[config.mk]
export PLATFORM = sky130hd
export DESIGN_NAME = ssec_select_error_ctrl
export DESIGN_NICKNAME = d
export VERILOG_FILES = /design/src/ssec_pkg.sv /design/src/ssec_select_error_ctrl.sv /design/src/ssec_sync_edge.sv
export SDC_FILE = /design/constraint.sdc
export NUM_CORES = 1
export LEC_CHECK = 0
export BUFFER_PORTS_ARGS = -buffer_cell sky130_fd_sc_hd__buf_2
export CAP_MARGIN = 10
export CORE_ASPECT_RATIO = 1.5
export CORE_MARGIN = 10
export CORE_UTILIZATION = 50
export CTS_CLUSTER_DIAMETER = 50
export DETAILED_ROUTE_END_ITERATION = 10
export PLACE_DENSITY_LB_ADDON = 0.12
export SETUP_SLACK_MARGIN = 0.2
export SLEW_MARGIN = 25
export SYNTH_ARGS = -nofsm -noshare
export SYNTH_HDL_FRONTEND = slang
export SYNTH_HIERARCHICAL = 1
export SYNTH_SLANG_ARGS = --single-unit
[constraint.sdc]
create_clock -name CLK -period 4.7 [get_ports CLK]
set_input_delay 0.47 -clock CLK [delete_from_list [all_inputs] [get_ports CLK]]
set_output_delay 0.47 -clock CLK [all_outputs]
set_load 0.01 [all_outputs]
[src/ssec_pkg.sv]
// shared constants and types for the select, error and interrupt-source block
package ssec_pkg;

	localparam int         SSEC_DLY_W       = 3;
	localparam int         SSEC_LINES       = 4;
	localparam logic [1:0] SSEC_MODE_SINGLE = 2'h0;
	localparam logic [1:0] SSEC_MODE_MULTI  = 2'h1;
	localparam logic [1:0] SSEC_MODE_SLAVE  = 2'h2;
	localparam logic [SSEC_DLY_W-1:0] SSEC_CNT_ZERO = 3'h0;
	localparam logic [SSEC_LINES-1:0] SSEC_OE_ALL   = 4'hF;
	localparam logic [SSEC_LINES-1:0] SSEC_OE_NONE  = 4'h0;

	typedef enum logic [2:0] {
		ST_IDLE,
		ST_CLK_DLY,
		ST_XFER,
		ST_NEG_DLY,
		ST_NEXT_DLY
	} ssec_state_e;

	typedef struct packed {
		ssec_state_e            st;
		logic [SSEC_DLY_W-1:0]  cnt;
		logic [1:0]             target;
		logic                   frame_on;
		logic                   mode_fault_flag;
		logic                   udr;
		logic                   ovr;
		logic                   par;
		logic                   fault;
		logic [SSEC_LINES-1:0]  sel_out;
		logic [SSEC_LINES-1:0]  sel_oe;
		logic                   run;
		logic                   idle;
		logic                   irq_err;
		logic                   irq_rx;
		logic                   irq_tx;
		logic                   irq_idle;
	} ssec_main_s;

	localparam ssec_main_s SSEC_MAIN_RST = '0;

	typedef struct packed {
		logic meta;
		logic sync;
		logic last;
		logic rise;
		logic fall;
	} ssec_sync_s;

	localparam ssec_sync_s SSEC_SYNC_RST = '0;

endpackage : ssec_pkg

[src/ssec_select_error_ctrl.sv]
// select sequencing, error detection and interrupt requests of a four-wire serial channel
// Behaviour
// detect mode fault, overrun, parity, underrun errors
// all four errors share one error request
// receive request while receive buffer full
// transmit request while transmit buffer empty
// idle request when no transfer in progress
// four select lines, direction set by mode
// single master drives all four selects
// multi master: line 0 input, others optional
// slave: line 0 input, others unused
// select to clock delay 1..8 cycles
// clock stop to negation delay 1..8
// next-access wait 1..8 cycles before select
// per-line selectable select polarity
// mode fault flag also reports underrun
// selects inactive whenever no transfer runs
// requests held until cause serviced or cleared
module ssec_select_error_ctrl
	import ssec_pkg::*;
#(
	parameter int DLY_W = SSEC_DLY_W
)
(
	input  wire logic             CLK,                // 20 MHz block clock
	input  wire logic             RST_B,              // async reset, active low
	input  wire logic [1:0]       MODE_SEL,           // single, multi master or slave
	input  wire logic [3:0]       SEL_POL,            // 1 makes a select active high
	input  wire logic [3:1]       SEL_OUT_EN,         // multi master: lines 1..3 used
	input  wire logic [DLY_W-1:0] CLK_DELAY,          // select to clock, value+1 cycles
	input  wire logic [DLY_W-1:0] NEG_DELAY,          // clock stop to negation
	input  wire logic [DLY_W-1:0] NEXT_DELAY,         // wait before next select
	input  wire logic             CYCLE_TICK,         // one pulse per serial-clock cycle
	input  wire logic             START,              // pulse: begin an access
	input  wire logic [1:0]       TARGET,             // select line for the access
	input  wire logic             XFER_DONE,          // pulse: shift path finished
	input  wire logic             RX_FULL,            // receive buffer holds unread data
	input  wire logic             RX_DONE,            // pulse: frame received
	input  wire logic             TX_EMPTY,           // transmit buffer empty
	input  wire logic             PARITY_ERR,         // pulse: parity mismatch
	input  wire logic             CLR_MODE_FAULT,     // pulse: clear mode fault and underrun
	input  wire logic             CLR_OVERRUN,        // pulse: clear overrun
	input  wire logic             CLR_PARITY,         // pulse: clear parity error
	input  wire logic             ERR_IE,             // error request enable
	input  wire logic             RX_IE,              // receive request enable
	input  wire logic             TX_IE,              // transmit request enable
	input  wire logic             IDLE_IE,            // idle request enable
	input  wire logic             SERIAL_CLOCK_LINE,  // serial clock pin as seen by slave
	input  wire logic             SELECT_LINE_0_IN,   // select line 0 pin level
	output logic                  SELECT_LINE_0_OUT,  // select line 0 drive level
	output logic                  SELECT_LINE_0_OE,   // select line 0 drive enable
	output logic                  SELECT_LINE_1_OUT,  // select line 1 drive level
	output logic                  SELECT_LINE_1_OE,   // select line 1 drive enable
	output logic                  SELECT_LINE_2_OUT,  // select line 2 drive level
	output logic                  SELECT_LINE_2_OE,   // select line 2 drive enable
	output logic                  SELECT_LINE_3_OUT,  // select line 3 drive level
	output logic                  SELECT_LINE_3_OE,   // select line 3 drive enable
	output logic                  XFER_RUN,           // serial clock may run
	output logic                  MODE_FAULT_FLAG,    // mode fault or underrun
	output logic                  UNDERRUN_FLAG,      // underrun alone
	output logic                  OVERRUN_FLAG,       // receive overrun
	output logic                  PARITY_FLAG,        // parity error
	output logic                  IDLE_FLAG,          // interface idle
	output logic                  ERR_IRQ,            // shared error request
	output logic                  RX_IRQ,             // receive buffer full request
	output logic                  TX_IRQ,             // transmit buffer empty request
	output logic                  IDLE_IRQ            // idle request
);

	ssec_main_s state_reg;
	ssec_main_s state_next;

	logic sck_rise;
	logic sel0_lvl;

	ssec_sync_edge u_sck_sync (
		.CLK   (CLK),
		.RST_B (RST_B),
		.PIN   (SERIAL_CLOCK_LINE),
		.LEVEL (),
		.RISE  (sck_rise),
		.FALL  ()
	);

	ssec_sync_edge u_sel0_sync (
		.CLK   (CLK),
		.RST_B (RST_B),
		.PIN   (SELECT_LINE_0_IN),
		.LEVEL (sel0_lvl),
		.RISE  (),
		.FALL  ()
	);

	// returns {done, next count}; done on the tick that ends the last cycle
	function automatic logic [DLY_W:0] count_step(
		input logic             tick,
		input logic [DLY_W-1:0] cnt
	);
		logic [DLY_W:0] res;
		res = {1'b0, cnt};
		if (tick) begin
			if (cnt == SSEC_CNT_ZERO) begin
				res = {1'b1, cnt};
			end else begin
				res = {1'b0, DLY_W'(cnt - 1'b1)};
			end
		end
		return res;
	endfunction : count_step

	// sticky flag: a set in the clearing cycle wins
	function automatic logic flag_next(
		input logic flag,
		input logic set,
		input logic clr
	);
		return set | (flag & ~clr);
	endfunction : flag_next

	always_comb begin
		logic           master;
		logic           sel0_act;
		logic           sel_on;
		logic           mode_fault_flag_set;
		logic           udr_set;
		logic           ovr_set;
		logic [DLY_W:0] step;
		master     = 1'b0;
		sel0_act   = 1'b0;
		sel_on     = 1'b0;
		mode_fault_flag_set   = 1'b0;
		udr_set    = 1'b0;
		ovr_set    = 1'b0;
		step       = count_step(CYCLE_TICK, state_reg.cnt);
		state_next = state_reg;

		master   = (MODE_SEL == SSEC_MODE_SINGLE) || (MODE_SEL == SSEC_MODE_MULTI);
		sel0_act = (sel0_lvl == SEL_POL[0]);

		// another master pulling line 0 active is a mode fault
		mode_fault_flag_set = (MODE_SEL == SSEC_MODE_MULTI) && sel0_act;
		// first slave clock edge of a frame with nothing to send
		udr_set  = (MODE_SEL == SSEC_MODE_SLAVE) && sel0_act && sck_rise
			&& !state_reg.frame_on && TX_EMPTY;
		ovr_set  = RX_DONE && RX_FULL;

		if ((MODE_SEL == SSEC_MODE_SLAVE) && sel0_act) begin
			if (sck_rise) begin
				state_next.frame_on = 1'b1;
			end
		end else begin
			state_next.frame_on = 1'b0;
		end

		state_next.mode_fault_flag = flag_next(state_reg.mode_fault_flag, mode_fault_flag_set, CLR_MODE_FAULT);
		state_next.udr  = flag_next(state_reg.udr, udr_set, CLR_MODE_FAULT);
		state_next.ovr  = flag_next(state_reg.ovr, ovr_set, CLR_OVERRUN);
		state_next.par  = flag_next(state_reg.par, PARITY_ERR, CLR_PARITY);
		state_next.fault = state_next.mode_fault_flag | state_next.udr;

		unique case (state_reg.st)
			ST_IDLE: begin
				if (START && master && !state_reg.mode_fault_flag) begin
					state_next.st     = ST_CLK_DLY;
					state_next.cnt    = CLK_DELAY;
					state_next.target = TARGET;
				end
			end
			ST_CLK_DLY: begin
				state_next.cnt = step[DLY_W-1:0];
				if (step[DLY_W]) begin
					state_next.st = ST_XFER;
				end
			end
			ST_XFER: begin
				if (XFER_DONE) begin
					state_next.st  = ST_NEG_DLY;
					state_next.cnt = NEG_DELAY;
				end
			end
			ST_NEG_DLY: begin
				state_next.cnt = step[DLY_W-1:0];
				if (step[DLY_W]) begin
					state_next.st  = ST_NEXT_DLY;
					state_next.cnt = NEXT_DELAY;
				end
			end
			ST_NEXT_DLY: begin
				state_next.cnt = step[DLY_W-1:0];
				if (step[DLY_W]) begin
					state_next.st = ST_IDLE;
				end
			end
			default: begin
				state_next.st = ST_IDLE;
			end
		endcase

		// a mode fault or a change to slave ends the access at once
		if (mode_fault_flag_set || !master) begin
			state_next.st = ST_IDLE;
		end

		sel_on = (state_next.st == ST_CLK_DLY) || (state_next.st == ST_XFER)
			|| (state_next.st == ST_NEG_DLY);
		for (int i = 0; i < SSEC_LINES; i++) begin
			if (sel_on && (state_next.target == 2'(i))) begin
				state_next.sel_out[i] = SEL_POL[i];
			end else begin
				state_next.sel_out[i] = ~SEL_POL[i];
			end
		end

		unique case (MODE_SEL)
			SSEC_MODE_SINGLE: state_next.sel_oe = SSEC_OE_ALL;
			SSEC_MODE_MULTI:  state_next.sel_oe = {SEL_OUT_EN, 1'b0};
			default:          state_next.sel_oe = SSEC_OE_NONE;
		endcase

		state_next.run  = (state_next.st == ST_XFER);
		state_next.idle = master ? (state_next.st == ST_IDLE) : !sel0_act;

		// requests are levels that fall when the cause goes away or the enable is cleared
		state_next.irq_err  = ERR_IE & (state_next.mode_fault_flag | state_next.udr
			| state_next.ovr | state_next.par);
		state_next.irq_rx   = RX_IE & RX_FULL;
		state_next.irq_tx   = TX_IE & TX_EMPTY;
		state_next.irq_idle = IDLE_IE & state_next.idle;
	end

	always_ff @(posedge CLK or negedge RST_B) begin
		if (!RST_B) begin
			state_reg <= SSEC_MAIN_RST;
		end else begin
			state_reg <= state_next;
		end
	end

	assign SELECT_LINE_0_OUT = state_reg.sel_out[0];
	assign SELECT_LINE_0_OE  = state_reg.sel_oe[0];
	assign SELECT_LINE_1_OUT = state_reg.sel_out[1];
	assign SELECT_LINE_1_OE  = state_reg.sel_oe[1];
	assign SELECT_LINE_2_OUT = state_reg.sel_out[2];
	assign SELECT_LINE_2_OE  = state_reg.sel_oe[2];
	assign SELECT_LINE_3_OUT = state_reg.sel_out[3];
	assign SELECT_LINE_3_OE  = state_reg.sel_oe[3];
	assign XFER_RUN          = state_reg.run;
	assign MODE_FAULT_FLAG   = state_reg.fault;
	assign UNDERRUN_FLAG     = state_reg.udr;
	assign OVERRUN_FLAG      = state_reg.ovr;
	assign PARITY_FLAG       = state_reg.par;
	assign IDLE_FLAG         = state_reg.idle;
	assign ERR_IRQ           = state_reg.irq_err;
	assign RX_IRQ            = state_reg.irq_rx;
	assign TX_IRQ            = state_reg.irq_tx;
	assign IDLE_IRQ          = state_reg.irq_idle;

endmodule : ssec_select_error_ctrl

[src/ssec_sync_edge.sv]
// two-stage synchroniser with edge detection for one pin
module ssec_sync_edge
	import ssec_pkg::*;
(
	input  wire logic CLK,      // block clock
	input  wire logic RST_B,    // async reset, active low
	input  wire logic PIN,      // asynchronous pin level
	output logic      LEVEL,    // synchronised level
	output logic      RISE,     // one-cycle pulse on rising edge
	output logic      FALL      // one-cycle pulse on falling edge
);

	ssec_sync_s state_reg;
	ssec_sync_s state_next;

	always_comb begin
		state_next      = state_reg;
		state_next.meta = PIN;
		state_next.sync = state_reg.meta;
		state_next.last = state_reg.sync;
		state_next.rise = state_reg.sync & ~state_reg.last;
		state_next.fall = ~state_reg.sync & state_reg.last;
	end

	always_ff @(posedge CLK or negedge RST_B) begin
		if (!RST_B) begin
			state_reg <= SSEC_SYNC_RST;
		end else begin
			state_reg <= state_next;
		end
	end

	assign LEVEL = state_reg.last;
	assign RISE  = state_reg.rise;
	assign FALL  = state_reg.fall;

endmodule : ssec_sync_edge
==> impl_metrics.env <==
export IMPL_clock_latency_ns=0.28
export IMPL_cap_violations=0
export IMPL_critPathLaunchType="flip-flop"
export IMPL_fin_util_pct=65.9
export IMPL_grt_max_degree=36
export IMPL_antenna_found_initial=0
export IMPL_clkSinkCount=35
export IMPL_drc=0
export IMPL_postCtsSetupBuffers=0
export IMPL_swShare_pct=26.4
export IMPL_crit_arrival_ns=2.35
export IMPL_ir_drop_mv=0.306
export IMPL_ys_warnings_count=6
export IMPL_use_met3_pct=5.12
export IMPL_intPower_mw=0.493
export IMPL_cts_hold_buf=0
export IMPL_drive_gt1_share_pct=37.5
export IMPL_ctsResizeCount=0
export IMPL_die_h_microns=87.7
export IMPL_finalSetupViolations=0
export IMPL_hold_viol=0
export IMPL_worst_pin_slew_ns=0.724
export IMPL_cts_tree="yes"
export IMPL_syn_nets=173
export IMPL_io_pins=56
export IMPL_status="finished clean"
export IMPL_first_iter_violations=60
export IMPL_synth_area_sq_um=1530
export IMPL_fmax_mhz=468
export IMPL_switching_power_mw=0.177
export IMPL_num_rows=24
export IMPL_setup_slack_ns=2.56
export IMPL_area_delta_synth_final_pct=25.6
export IMPL_hold_class="primary input to async pin"
export IMPL_post_place_ws_ns=2.53
export IMPL_grtUsageMet2_pct=23.3
export IMPL_path_clk_slew_ns=0.07
export IMPL_p_leak_nw=0.974
export IMPL_rsz0062_at_grt="no"
export IMPL_required_ns=4.91
export IMPL_diodes=0
export IMPL_cts_made_buffers=5
export IMPL_grtUsageMet1_pct=12.2
export IMPL_finalWirelength_microns=3500
export IMPL_clkPwrFrac_pct=31.9
export IMPL_end_kind="flip-flop"
export IMPL_worstPathMaxFanout=9
export IMPL_grt_pass1_vias=1303
export IMPL_htree_levels=2
export IMPL_cts_path_max_buffers=2
export IMPL_coreArea_sq_um=2910
export IMPL_top_usage_layer="met2"
export IMPL_grt_remaining_overflow=0
export IMPL_via_per_inst=5.09
export IMPL_wl_per_cell_microns=15.1
export IMPL_portBuffers=55
export IMPL_fin_nets=232
export IMPL_period_minus_slack_ns=2.14
export IMPL_largest_register_ffs=10
export IMPL_grt_pass1_wl_microns=5710
export IMPL_syn_avg_cell_area_sq_um=11.5
export IMPL_cts_root_buffer="clkbuf_8"
export IMPL_grt_usage_pct=12.9
export IMPL_crit_type="flip-flop to flip-flop"
export IMPL_chipWidth_microns=65.1
export IMPL_vias=1175
export IMPL_synthCells=133
export IMPL_fin_setup_tns_ns=0
export IMPL_power_density_nw_per_um2=349
export IMPL_skew_ns=0.00757
export IMPL_drv_slew=0
export IMPL_die_area_sq_um=5710
export IMPL_dp_hpwl_microns=2810
export IMPL_fin_crit_sh_pct=45.5
export IMPL_ant_nets=0
export IMPL_place_gp_congestion=0.766
export IMPL_pwr_share_seq_pct=50.6
export IMPL_start_util_pct=52.4
export IMPL_combPwrFrac_pct=17.5
export IMPL_relSlewSlack_pct=51.1
export IMPL_drt_first_pass_iters=4
layout by cell type (no fill, tap or decap), types with 2 or more instances in the layout:
cell and n:
buf_2 55, dfrtp_1 35, inv_1 11, nor2_1 8
nand2_1 8, a21oi_1 7, xnor2_1 6, clkbuf_8 6
o21ai_1 5, o21ai_0 4, inv_2 3, nand2b_1 3
a211oi_2 3, a222oi_1 3, mux2i_4 2, and3b_1 2
o22ai_1 2, and4b_1 2, a21o_1 2, and2_1 2
nor2b_1 2, o21a_1 2, ha_1 2
final timing paths:
| check | start | endpoint | slack, ns | cells after the start |
|---|---|---|---|---|
| worst max register to register | state_reg[27]$_DFF_PN0_ | SELECT_LINE_3_OUT$_DFF_PN0_ | 2.56 | 4 |
| worst min register to register | u_sck_sync/state_next[3]$_DFF_PN0_ | u_sck_sync/state_next[2]$_DFF_PN0_ | 0.35 | 0 |
| worst max-delay path | state_reg[27]$_DFF_PN0_ | SELECT_LINE_3_OUT$_DFF_PN0_ | 2.56 | 4 |
| max in group asynchronous | RST_B | state_reg[18]$_DFF_PN0_ | 3.98 | 1 |
| worst min-delay path | RST_B | state_reg[23]$_DFFE_PN0P_ | 0.24 | 1 |
| min in group CLK | SELECT_LINE_0_IN | u_sel0_sync/state_next[3]$_DFF_PN0_ | 0.29 | 1 |
routing by layer:
metal	part of all wire (%)	routed length, microns
met1	34	1170
met2	56	1970
met3	7.4	260
met4	2.6	91
met5	0	0
critical path, cell delays in order, from the launching register on:
cell and delay (ns):
dfrtp_1 0.45, nor4bb_1 0.68, o211ai_1 0.42, a211oi_1 0.37, xnor2_1 0.14
cell type report:
class	instances	area [sq um]
clock buffers	6	82.6
clock inverters	1	5.00
fillers	246	993
inverters	14	52.6
multi-input cells	81	579
flip-flops and latches	35	876
well taps	39	48.8
repair buffers	55	275
power groups by stage:
| stage | Combinational (mW) | Sequential (mW) | Clock, mW |
|---|---|---|---|
| after floorplan | 0.0659 | 0.349 | 0 |
| after global placement | 0.116 | 0.344 | 0 |
| after detailed placement | 0.119 | 0.345 | 0 |
| after CTS | 0.120 | 0.340 | 0.220 |
| after global routing | 0.132 | 0.342 | 0.231 |
| final | 0.117 | 0.339 | 0.213 |
per-stage QoR:
stage | instance area, sq um | hold slack (ns) | std cells | power (mW)
after floorplan | 1530 | 0.174 | 133 | 0.415
after global placement | 1830 | 0.336 | 224 | 0.459
after detailed placement | 1830 | 0.338 | 224 | 0.464
after CTS | 1920 | 0.274 | 231 | 0.679
after global routing | 1920 | 0.278 | 231 | 0.705
final | 1920 | 0.242 | 231 | 0.670
Power figures use the tool's default switching activity.
